## src/design/twm_pkg.sv

```systemverilog
package twm_pkg;

  // ----------------------------------------------------------------
  // register map and field positions
  // ----------------------------------------------------------------
  localparam logic [7:0] TWM_CTRL_OFS   = 8'h00;
  localparam logic [7:0] TWM_STATUS_OFS = 8'h04;
  localparam logic [7:0] TWM_DATA_OFS   = 8'h08;

  localparam int TWM_FLAG_BIT = 7;
  localparam int TWM_ACK_BIT  = 6;
  localparam int TWM_STA_BIT  = 5;
  localparam int TWM_STO_BIT  = 4;
  localparam int TWM_WCOL_BIT = 3;
  localparam int TWM_EN_BIT   = 2;
  localparam int TWM_IE_BIT   = 0;

  // ----------------------------------------------------------------
  // status codes, prescaler bits always zero
  // ----------------------------------------------------------------
  localparam logic [7:0] TWM_ST_START  = 8'h08;
  localparam logic [7:0] TWM_ST_RSTART = 8'h10;
  localparam logic [7:0] TWM_ST_WA_ACK = 8'h18;
  localparam logic [7:0] TWM_ST_WA_NAK = 8'h20;
  localparam logic [7:0] TWM_ST_TD_ACK = 8'h28;
  localparam logic [7:0] TWM_ST_TD_NAK = 8'h30;
  localparam logic [7:0] TWM_ST_LOST   = 8'h38;
  localparam logic [7:0] TWM_ST_RA_ACK = 8'h40;
  localparam logic [7:0] TWM_ST_RA_NAK = 8'h48;
  localparam logic [7:0] TWM_ST_RD_ACK = 8'h50;
  localparam logic [7:0] TWM_ST_RD_NAK = 8'h58;
  localparam logic [7:0] TWM_ST_NONE   = 8'hF8;
  localparam logic [7:0] TWM_DATA_RST  = 8'hFF;

  // ----------------------------------------------------------------
  // timing: half of a serial clock period
  // ----------------------------------------------------------------
  localparam int TWM_CLK_NS  = 25;
  localparam int TWM_HALF_NS = 5000;
  localparam logic [8:0] TWM_HALF_CYC =
    9'((TWM_HALF_NS + TWM_CLK_NS - 1) / TWM_CLK_NS);
  localparam logic [3:0] TWM_ACK_BITN = 4'h8;

  typedef enum logic [7:0] {
    S_IDLE     = 8'b0000_0001,
    S_WAITFREE = 8'b0000_0010,
    S_START    = 8'b0000_0100,
    S_HOLD     = 8'b0000_1000,
    S_LOW      = 8'b0001_0000,
    S_HIGH     = 8'b0010_0000,
    S_STOP     = 8'b0100_0000,
    S_RSTART   = 8'b1000_0000
  } twm_fsm_t;

  typedef struct packed {
    logic        psel;
    logic        penable;
    logic        pwrite;
    logic [7:0]  paddr;
    logic [31:0] pwdata;
  } twm_apb_req_t;

  typedef struct packed {
    logic        pready;
    logic [31:0] prdata;
    logic        pslverr;
  } twm_apb_rsp_t;

  // open-drain pins: the data outputs stay low, the enables pull
  typedef struct packed {
    logic scl_o;
    logic scl_oe;
    logic sda_o;
    logic sda_oe;
  } twm_pins_t;

  typedef struct packed {
    twm_fsm_t     fsm;
    logic [1:0]   phase;
    logic [8:0]   cnt;
    logic [3:0]   bitn;
    logic [7:0]   shift;
    logic         flag;
    logic         ack_en;
    logic         sta;
    logic         sto;
    logic         wcol;
    logic         en;
    logic         ie;
    logic [7:0]   code;
    logic [7:0]   data;
    logic         tx_mode;
    logic         addr_phase;
    logic         send_ack;
    logic         bit_out;
    logic         rep;
    logic         busy;
    logic [1:0]   sda_sy;
    logic [1:0]   scl_sy;
    logic         sda_q;
    logic         scl_q;
    twm_pins_t    pins;
    twm_apb_rsp_t rsp;
  } twm_state_t;

  localparam twm_state_t TWM_STATE_RST = '{
    fsm: S_IDLE, code: TWM_ST_NONE, data: TWM_DATA_RST,
    sda_sy: 2'b11, scl_sy: 2'b11, sda_q: 1'b1, scl_q: 1'b1, default: '0};

endpackage

```

## src/design/twm_master_rx.sv

```systemverilog
// Register access over APB and the placing of the registers were chosen for this implementation.
`timescale 1ns/1ps
// Notes on behaviour
// - a master transfer only ever begins with a START on the bus.
// - address direction bit picks transmitter (write) or receiver (read) operation.
// - status codes read with the three prescaler bits as zero.
// - software starts with flag 1, start 1, stop 0, enable 1; enable 0 halts.
// - START waits until the bus is free, then is generated.
// - after START the flag sets and status reads 0x08.
// - writing one to the flag clears it and launches the next bus action.
// - after read address and acknowledge, flag sets with 0x38, 0x40 or 0x48.
// - each received byte is readable from data register once flag sets.
// - last byte gets not-acknowledge; software clears acknowledge-enable beforehand.
// - clear with stop only sends STOP, then hardware clears stop request.
// - clear with start only sends repeated START, status 0x10, bus kept.
// - at 0x10 a read address stays receiver, write address becomes transmitter.
// - lost arbitration gives 0x38; start 0 releases bus, start 1 retries when free.
// - at 0x40 next byte is received, acknowledged per acknowledge-enable.
// - at 0x48 start/stop give repeated START, STOP, or STOP then START.
// - at 0x50 clearing flag receives another byte, acknowledged per acknowledge-enable.
// - at 0x58 start/stop give repeated START, STOP, or STOP then START.
module twm_master_rx
  import twm_pkg::*;
(
  input  wire logic         core_clk,
  input  wire logic         reset,
  input  wire twm_apb_req_t apb_req,
  output twm_apb_rsp_t      apb_rsp,
  input  wire logic         scl_in,
  input  wire logic         sda_in,
  output twm_pins_t         bus_pins
);

  twm_state_t st_r;
  twm_state_t st_nxt;

  assign apb_rsp  = st_r.rsp;
  assign bus_pins = st_r.pins;

  // ----------------------------------------------------------------
  // next state
  // ----------------------------------------------------------------
  always_comb begin
    logic [31:0] w;
    logic [7:0]  ctrl_byte;
    logic        acc;
    logic        wr_ctrl;
    logic        wr_data;
    logic        go;
    logic        s;
    logic        tx;
    logic        lost;
    w         = apb_req.pwdata;
    ctrl_byte = 8'h00;
    acc       = apb_req.psel & apb_req.penable & st_r.rsp.pready;
    wr_ctrl   = acc & apb_req.pwrite & (apb_req.paddr == TWM_CTRL_OFS);
    wr_data   = acc & apb_req.pwrite & (apb_req.paddr == TWM_DATA_OFS);
    go        = 1'b0;
    s         = st_r.sda_sy[1];
    tx        = st_r.addr_phase | st_r.tx_mode;
    lost      = 1'b0;
    st_nxt    = st_r;

    // pin synchronisers and bus-busy watch (start/stop seen by anyone)
    st_nxt.sda_sy = {st_r.sda_sy[0], sda_in};
    st_nxt.scl_sy = {st_r.scl_sy[0], scl_in};
    st_nxt.sda_q  = st_r.sda_sy[1];
    st_nxt.scl_q  = st_r.scl_sy[1];
    if (st_r.scl_sy[1] && st_r.scl_q) begin
      if (st_r.sda_q && !st_r.sda_sy[1]) begin
        st_nxt.busy = 1'b1;
      end else if (!st_r.sda_q && st_r.sda_sy[1]) begin
        st_nxt.busy = 1'b0;
      end
    end

    // ----------------------------------------------------------------
    // apb slave: one wait state, write lands on the pready edge
    // ----------------------------------------------------------------
    ctrl_byte[TWM_FLAG_BIT] = st_r.flag;
    ctrl_byte[TWM_ACK_BIT]  = st_r.ack_en;
    ctrl_byte[TWM_STA_BIT]  = st_r.sta;
    ctrl_byte[TWM_STO_BIT]  = st_r.sto;
    ctrl_byte[TWM_WCOL_BIT] = st_r.wcol;
    ctrl_byte[TWM_EN_BIT]   = st_r.en;
    ctrl_byte[TWM_IE_BIT]   = st_r.ie;
    st_nxt.rsp.pready  = apb_req.psel & apb_req.penable & ~st_r.rsp.pready;
    st_nxt.rsp.pslverr = 1'b0;
    if (apb_req.psel && apb_req.penable && !st_r.rsp.pready) begin
      case (apb_req.paddr)
        TWM_CTRL_OFS:   st_nxt.rsp.prdata = 32'(ctrl_byte);
        TWM_STATUS_OFS: st_nxt.rsp.prdata = 32'({st_r.code[7:3], 3'b000});
        TWM_DATA_OFS:   st_nxt.rsp.prdata = 32'(st_r.data);
        default: begin
          st_nxt.rsp.prdata  = 32'h0000_0000;
          st_nxt.rsp.pslverr = 1'b1;
        end
      endcase
    end
    if (wr_ctrl) begin
      st_nxt.ack_en = w[TWM_ACK_BIT];
      st_nxt.sta    = w[TWM_STA_BIT];
      st_nxt.sto    = w[TWM_STO_BIT];
      st_nxt.en     = w[TWM_EN_BIT];
      st_nxt.ie     = w[TWM_IE_BIT];
      if (w[TWM_FLAG_BIT]) begin
        st_nxt.flag = 1'b0;
        go          = st_r.flag & w[TWM_EN_BIT];
      end
    end
    // the shift path owns the data register while the bus is moving
    if (wr_data) begin
      if (st_r.flag) begin
        st_nxt.data = w[7:0];
        st_nxt.wcol = 1'b0;
      end else begin
        st_nxt.wcol = 1'b1;
      end
    end

    // ----------------------------------------------------------------
    // bus sequencer; hardware flag sets come last so a set beats a clear
    // ----------------------------------------------------------------
    if (!st_nxt.en) begin
      st_nxt.fsm         = S_IDLE;
      st_nxt.pins.scl_oe = 1'b0;
      st_nxt.pins.sda_oe = 1'b0;
      st_nxt.cnt         = '0;
    end else begin
      case (st_r.fsm)
        S_IDLE: begin
          st_nxt.pins.scl_oe = 1'b0;
          st_nxt.pins.sda_oe = 1'b0;
          if (wr_ctrl && w[TWM_FLAG_BIT] && w[TWM_STA_BIT]) begin
            st_nxt.fsm = S_WAITFREE;
            st_nxt.cnt = '0;
            st_nxt.rep = 1'b0;
          end
        end
        S_WAITFREE: begin
          // someone else owns the bus: keep restarting the free-time count
          if (st_r.busy) begin
            st_nxt.cnt = '0;
          end else if (st_r.cnt == TWM_HALF_CYC) begin
            st_nxt.pins.sda_oe = 1'b1;
            st_nxt.fsm         = S_START;
            st_nxt.cnt         = '0;
          end else begin
            st_nxt.cnt = st_r.cnt + 9'h001;
          end
        end
        S_START: begin
          st_nxt.cnt = st_r.cnt + 9'h001;
          if (st_r.cnt == TWM_HALF_CYC) begin
            st_nxt.pins.scl_oe = 1'b1;
            st_nxt.flag        = 1'b1;
            st_nxt.code        = st_r.rep ? TWM_ST_RSTART : TWM_ST_START;
            st_nxt.addr_phase  = 1'b1;
            st_nxt.tx_mode     = 1'b0;
            st_nxt.fsm         = S_HOLD;
            st_nxt.cnt         = '0;
          end
        end
        S_HOLD: begin
          st_nxt.pins.scl_oe = 1'b1;
          st_nxt.pins.sda_oe = 1'b0;
          if (go) begin
            st_nxt.cnt   = '0;
            st_nxt.phase = 2'b00;
            if (w[TWM_STO_BIT]) begin
              st_nxt.fsm = S_STOP;
            end else if (w[TWM_STA_BIT]) begin
              st_nxt.fsm = S_RSTART;
            end else begin
              st_nxt.fsm      = S_LOW;
              st_nxt.bitn     = 4'h0;
              st_nxt.send_ack = w[TWM_ACK_BIT];
              if (tx) begin
                st_nxt.shift = st_r.data;
              end
            end
          end
        end
        S_LOW: begin
          st_nxt.pins.scl_oe = 1'b1;
          st_nxt.cnt         = st_r.cnt + 9'h001;
          // data changes two cycles after the clock went low (decided at count 1, registered on the next edge)
          if (st_r.cnt == 9'h001) begin
            if (st_r.bitn == TWM_ACK_BITN) begin
              st_nxt.bit_out = tx | ~st_r.send_ack;
            end else begin
              st_nxt.bit_out = tx ? st_r.shift[7] : 1'b1;
            end
            st_nxt.pins.sda_oe = ~st_nxt.bit_out;
          end
          if (st_r.cnt == TWM_HALF_CYC) begin
            st_nxt.pins.scl_oe = 1'b0;
            st_nxt.fsm         = S_HIGH;
            st_nxt.cnt         = '0;
          end
        end
        S_HIGH: begin
          // a slave stretching the clock holds the high-time count at zero
          if (!st_r.scl_sy[1]) begin
            st_nxt.cnt = '0;
          end else if (st_r.cnt != TWM_HALF_CYC) begin
            st_nxt.cnt = st_r.cnt + 9'h001;
          end else begin
            st_nxt.cnt         = '0;
            st_nxt.pins.scl_oe = 1'b1;
            lost = st_r.bit_out & ~s &
                   (tx ? (st_r.bitn != TWM_ACK_BITN) : (st_r.bitn == TWM_ACK_BITN));
            if (st_r.bitn != TWM_ACK_BITN) begin
              st_nxt.shift = {st_r.shift[6:0], s};
            end
            if (lost) begin
              st_nxt.fsm         = S_IDLE;
              st_nxt.pins.scl_oe = 1'b0;
              st_nxt.pins.sda_oe = 1'b0;
              st_nxt.flag        = 1'b1;
              st_nxt.code        = TWM_ST_LOST;
              st_nxt.addr_phase  = 1'b0;
              st_nxt.tx_mode     = 1'b0;
            end else if (st_r.bitn == TWM_ACK_BITN) begin
              st_nxt.fsm  = S_HOLD;
              st_nxt.flag = 1'b1;
              if (st_r.addr_phase) begin
                st_nxt.addr_phase = 1'b0;
                st_nxt.tx_mode    = ~st_r.data[0];
                if (st_r.data[0]) begin
                  st_nxt.code = s ? TWM_ST_RA_NAK : TWM_ST_RA_ACK;
                end else begin
                  st_nxt.code = s ? TWM_ST_WA_NAK : TWM_ST_WA_ACK;
                end
              end else if (st_r.tx_mode) begin
                st_nxt.code = s ? TWM_ST_TD_NAK : TWM_ST_TD_ACK;
              end else begin
                st_nxt.data = st_r.shift;
                st_nxt.code = st_r.send_ack ? TWM_ST_RD_ACK : TWM_ST_RD_NAK;
              end
            end else begin
              st_nxt.bitn = st_r.bitn + 4'h1;
              st_nxt.fsm  = S_LOW;
            end
          end
        end
        S_STOP: begin
          st_nxt.cnt = st_r.cnt + 9'h001;
          case (st_r.phase)
            2'b00: begin
              st_nxt.pins.scl_oe = 1'b1;
              if (st_r.cnt == 9'h001) begin
                st_nxt.pins.sda_oe = 1'b1;
              end
              if (st_r.cnt == TWM_HALF_CYC) begin
                st_nxt.pins.scl_oe = 1'b0;
                st_nxt.phase       = 2'b01;
                st_nxt.cnt         = '0;
              end
            end
            2'b01: begin
              if (!st_r.scl_sy[1]) begin
                st_nxt.cnt = '0;
              end else if (st_r.cnt == TWM_HALF_CYC) begin
                st_nxt.pins.sda_oe = 1'b0;
                st_nxt.phase       = 2'b10;
                st_nxt.cnt         = '0;
              end
            end
            default: begin
              if (st_r.cnt == TWM_HALF_CYC) begin
                st_nxt.sto        = 1'b0;
                st_nxt.addr_phase = 1'b0;
                st_nxt.tx_mode    = 1'b0;
                st_nxt.rep        = 1'b0;
                st_nxt.cnt        = '0;
                st_nxt.fsm        = st_r.sta ? S_WAITFREE : S_IDLE;
              end
            end
          endcase
        end
        S_RSTART: begin
          st_nxt.cnt = st_r.cnt + 9'h001;
          if (st_r.phase == 2'b00) begin
            st_nxt.pins.scl_oe = 1'b1;
            if (st_r.cnt == 9'h001) begin
              st_nxt.pins.sda_oe = 1'b0;
            end
            if (st_r.cnt == TWM_HALF_CYC) begin
              st_nxt.pins.scl_oe = 1'b0;
              st_nxt.phase       = 2'b01;
              st_nxt.cnt         = '0;
            end
          end else if (!st_r.scl_sy[1]) begin
            st_nxt.cnt = '0;
          end else if (st_r.cnt == TWM_HALF_CYC) begin
            st_nxt.pins.sda_oe = 1'b1;
            st_nxt.rep         = 1'b1;
            st_nxt.fsm         = S_START;
            st_nxt.cnt         = '0;
          end
        end
        default: begin
          st_nxt.fsm = S_IDLE;
        end
      endcase
    end
  end

  always_ff @(posedge core_clk or posedge reset) begin
    if (reset) begin
      st_r <= TWM_STATE_RST;
    end else begin
      st_r <= st_nxt;
    end
  end
endmodule

```

## config.mk

```make
export PLATFORM = sky130hd
export DESIGN_NAME = twm_master_rx
export DESIGN_NICKNAME = d
export VERILOG_FILES = /design/src/design/twm_pkg.sv /design/src/design/twm_master_rx.sv
export SDC_FILE = /design/constraint.sdc
export NUM_CORES = 1
export LEC_CHECK = 0
export BUFFER_PORTS_ARGS = -buffer_cell sky130_fd_sc_hd__buf_4
export CORE_MARGIN = 2
export CORE_UTILIZATION = 60
export CTS_BUF_LIST = sky130_fd_sc_hd__clkbuf_8
export DETAILED_ROUTE_END_ITERATION = 10
export HOLD_SLACK_MARGIN = 0.15
export PLACE_DENSITY = 0.85
export SKIP_LAST_GASP = 1
export SYNTH_ARGS = -nofsm -noshare
export SYNTH_HDL_FRONTEND = slang
export SYNTH_SLANG_ARGS = --single-unit
```

## constraint.sdc

```tcl
create_clock -name core_clk -period 4.8 [get_ports core_clk]
set_input_delay 0.96 -clock core_clk [delete_from_list [all_inputs] [get_ports core_clk]]
set_output_delay 0.96 -clock core_clk [all_outputs]
set_load 0.02 [all_outputs]
```

==> impl_summary.txt <==
----------------------------------------------------
[Status]
  Outcome ... completed

[STA]
  Hold Fails Final Rpt ... 0
  Slew HR ... 48.5%
  RSZ-0062 raised after global routing ... false
  Final TNS setup ... 0 ns
  Period minus WS final ... 3.35 ns
  Slew at the pin closest to its max-slew limit ... 0.771 ns
  Clock skew ... 0.0120 ns
  Final-report max-slew violation count ... 0
  Setup-violating endpoint count in the final report ... 0
  Highest clock rate ... 0.299 GHz
  Post-route worst setup slack ... 1.45 ns
  Period utilization ... 69.7%

[Placement]
  Routability congestion estimate from global placement ... 0.951
  Half-perimeter wire length of the detailed placement result ... 7810 um
  PortBufs ... 34
  Post-placement setup slack ... 1.12 ns

[Drt]
  Average routed wire per standard cell ... 17.1 um
  Routed met1 length ... 4700 um
  Residual DRC count ... 0
  Number of DRC markers after the initial detailed-route iteration ... 290
  Detailed-router iteration count before antenna repair ... 5
  Routed met2 length ... 4980 um
  Overall via count from detail_route ... 3837
  Met3 wire len ... 762 um
  Detail Route Antenna Nets ... 0
  Uppermost layer routed ... met4
  Post-detailed-route via-to-cell ratio ... 6.16
  Wirelength, routed ... 10700 um

[Pwr]
  Share of power burned in registers ... 51.5%
  Maximum VDD drop ... 194 uV
  Clk network pwr share ... 42.9%
  Power density over the cells ... 254 mW/mm2
  Net switching share of the total power ... 24.0%
  Internal power summed over all cells ... 0.953 mW
  Leakage power total ... 2.26 nW
  Total power after layout ... 1.25 mW
  Fraction of power consumed by combinational cells ... 5.6%
  Switch Pwr ... 0.301 mW

[Synth]
  Average cell area after synthesis ... 9.09 um2
  Cell area after technology mapping ... 0.00462 mm2
  Primary flip-flop cell chosen by synthesis mapping ... sky130_fd_sc_hd__dfrtp_1
  Area leader, netlist ... sky130_fd_sc_hd__dfrtp_1
  Cells taking the most area after synthesis ... sky130_fd_sc_hd__dfrtp_1 30%, sky130_fd_sc_hd__dfstp_2 11%, sky130_fd_sc_hd__buf_4 6.2%, sky130_fd_sc_hd__nand2_1 4.7%, sky130_fd_sc_hd__mux2i_1 3.5%
  Post-synthesis register bit count ... 75
  Gate Count Post-Synth ... 508
  Share of flip-flops with an asynchronous set or reset ... 100%
  Number of synthesized flops with an enable pin ... 0
  Count of cell types in the netlist ... 69
  Yosys warnings ... 0
  Area share of the largest cell type after synthesis ... 29.8%
  Fraction of the yosys area taken by sequential cells ... 41.2%

[Setup path]
  Reg2Reg Setup Slack ... 1.74 ns
  Start-to-end type of the worst setup path ... in2reg
  Data arrival time at the worst-slack endpoint ... 3.59 ns
  Crit-path max FO ... 15
  Reg2Reg Capture Point ... st_r[80]
  Worst EP required ... 5.04 ns
  Number of cells traversed by the worst register-to-register path ... 6
  Reg2Reg Launch Point ... st_r[101]
  Crit path launch type ... input port
  Capturing element type of the critical path ... flip-flop

[Final layout]
  Area occupied by multi-input gates ... 0.00235 mm2
  Most common cell after layout, fill and taps aside ... sky130_fd_sc_hd__nand2_1
  Total Nets Final ... 574
  Register area ... 0.00190 mm2
  Area Growth Syn to Fin ... 6.80%
  Ant diodes ... 0
  Fraction of the core area covered by cells at the end of the flow ... 66.9%
  Fraction of final layout cells sized beyond drive strength 1 ... 19.8%
  Fill count ... 612
  Commonest non-fill, non-tap cells in the layout ... 58 x sky130_fd_sc_hd__nand2_1, 55 x sky130_fd_sc_hd__dfrtp_1, 41 x sky130_fd_sc_hd__nor2_1

[CTS]
  Clk_lat worst skew ... 0.36 ns
  H-tree depth ... 3
  Number of clock sinks ... 75
  Cts bufs inserted ... 9
  Worst-path clk slew ... 0.08 ns
  Largest buffer count on any clock path ... 2
  CTS Hold Bufs ... 0
  Clock tree from TritonCTS ... yes
  Post-cts resize count ... 0
  Root Buffer Master ... sky130_fd_sc_hd__clkbuf_8
  Number of post-CTS setup repair buffers ... 0

[Floorplan]
  Site Rows ... 31
  Starting density of the core ... 62.7%
  Ports placed on the boundary ... 85
  Placeable core region ... 0.00737 mm2
  Vertical die dimension ... 91.7 um
  Die Footprint ... 0.00841 mm2
  Die Width ... 91.7 um

[Min path]
  Hold path startpoint ... st_nxt[41]
  Depth of the worst hold-timing path ... 0
  Worst Hold Path EP ... st_nxt[38]
  Path class of the lowest-slack min-delay path ... reg2reg

[GRT]
  Overall track demand over capacity in global routing ... 26.2%
  Aggregate global routing overflow ... 0
  Global-route wire length before repair ... 17700 um
  Antenna violations before repair ... 0
  Maximum number of pins on one net before global-route repair ... 39
  Number of global-route vias before repair ... 3555

[Run]
  Number of max-cap violations ... 0

----------------------------------------------------
-- registers in the layout (all words and copies together), names as in the netlist --
| register | count |
|---|---|
| st_r | 59 |
| apb_rsp | 10 |
| st_nxt | 4 |
| bus_pins | 2 |
-- Yosys cell counts (5+ instances only) --
| cell | instances |
|---|---|
| sky130_fd_sc_hd__a211o_1 | 5 |
| sky130_fd_sc_hd__a21oi_1 | 28 |
| sky130_fd_sc_hd__a22o_1 | 6 |
| sky130_fd_sc_hd__a22oi_1 | 7 |
| sky130_fd_sc_hd__and2_1 | 5 |
| sky130_fd_sc_hd__buf_2 | 5 |
| sky130_fd_sc_hd__buf_4 | 38 |
| sky130_fd_sc_hd__clkbuf_1 | 16 |
| sky130_fd_sc_hd__dfrtp_1 | 55 |
| sky130_fd_sc_hd__dfstp_2 | 20 |
| sky130_fd_sc_hd__ha_1 | 8 |
| sky130_fd_sc_hd__inv_1 | 18 |
| sky130_fd_sc_hd__mux2_2 | 11 |
| sky130_fd_sc_hd__mux2i_1 | 16 |
| sky130_fd_sc_hd__nand2_1 | 58 |
| sky130_fd_sc_hd__nand3_1 | 21 |
| sky130_fd_sc_hd__nor2_1 | 41 |
| sky130_fd_sc_hd__nor3_1 | 14 |
| sky130_fd_sc_hd__nor4b_1 | 5 |
| sky130_fd_sc_hd__o21ai_0 | 32 |
| sky130_fd_sc_hd__o31ai_1 | 5 |
-- critical path, stage by stage --
cell and delay (ns):
sky130_fd_sc_hd__buf_4 0.12, sky130_fd_sc_hd__nor4_4 0.31, sky130_fd_sc_hd__and4b_1 0.54, sky130_fd_sc_hd__mux2i_1 0.25, sky130_fd_sc_hd__buf_4 0.23, sky130_fd_sc_hd__inv_1 0.23, sky130_fd_sc_hd__o21a_1 0.22, sky130_fd_sc_hd__nand2_1 0.33
sky130_fd_sc_hd__mux2_2 0.38
-- routing by layer --
| layer | track usage (%) | up-vias |
|---|---|---|
| li1 | - | 1779 |
| met1 | 37.2 | 1855 |
| met2 | 39.8 | 177 |
| met3 | 5.01 | 26 |
| met4 | 10.3 | 0 |
| met5 | 0 | - |
-- how the worst max path moves through the flow --
| stage | start | end | cells after the start |
|---|---|---|---|
| after global routing | apb_req[33] | st_r[80] | 9 |
| after global placement | apb_req[33] | st_r[80] | 9 |
| after floorplan | apb_req[33] | st_r[49] | 9 |
| after CTS | apb_req[33] | st_r[80] | 9 |
| final | apb_req[33] | st_r[80] | 9 |
| after detailed placement | apb_req[33] | st_r[80] | 9 |
-- layout make-up --
| class | instances | area share [%] |
|---|---|---|
| Timing Repair Buffer | 37 | 5.63 |
| Tap cell | 99 | 2.51 |
| Sequential cell | 75 | 38.6 |
| Clock inverter | 7 | 1.85 |
| Inverter | 18 | 1.37 |
| Clock buffer | 9 | 2.51 |
| Multi-Input combinational cell | 378 | 47.6 |
-- cells by family after synthesis --
group	share of synthesized area (%)
simple gates	21.5
compound gates	17.6
buf+inv	10.1
flops	41.2
mux	6.64
fa+ha+maj	2.17
xor+xnor	0.759
other cells	0.0812
-- metrics by stage --
step                      instance area [um2]  hold WS, ns  std cells
after global routing                     4930        0.361        623
after detailed placement                 4720        0.349        607
after floorplan                          4710        0.345        533
final                                    4930        0.358        623
after global placement                   4720        0.346        607
after CTS                                4930        0.360        623
-- power by group through the flow --
stage	registers (mW)	logic [mW]	clock network, mW
after floorplan	0.654	0.0612	0
after global placement	0.656	0.0686	0
after detailed placement	0.657	0.0705	0
after CTS	0.645	0.0708	0.544
after global routing	0.645	0.0773	0.580
final	0.645	0.0702	0.539
No activity file was read; power rests on OpenSTA's default activity.
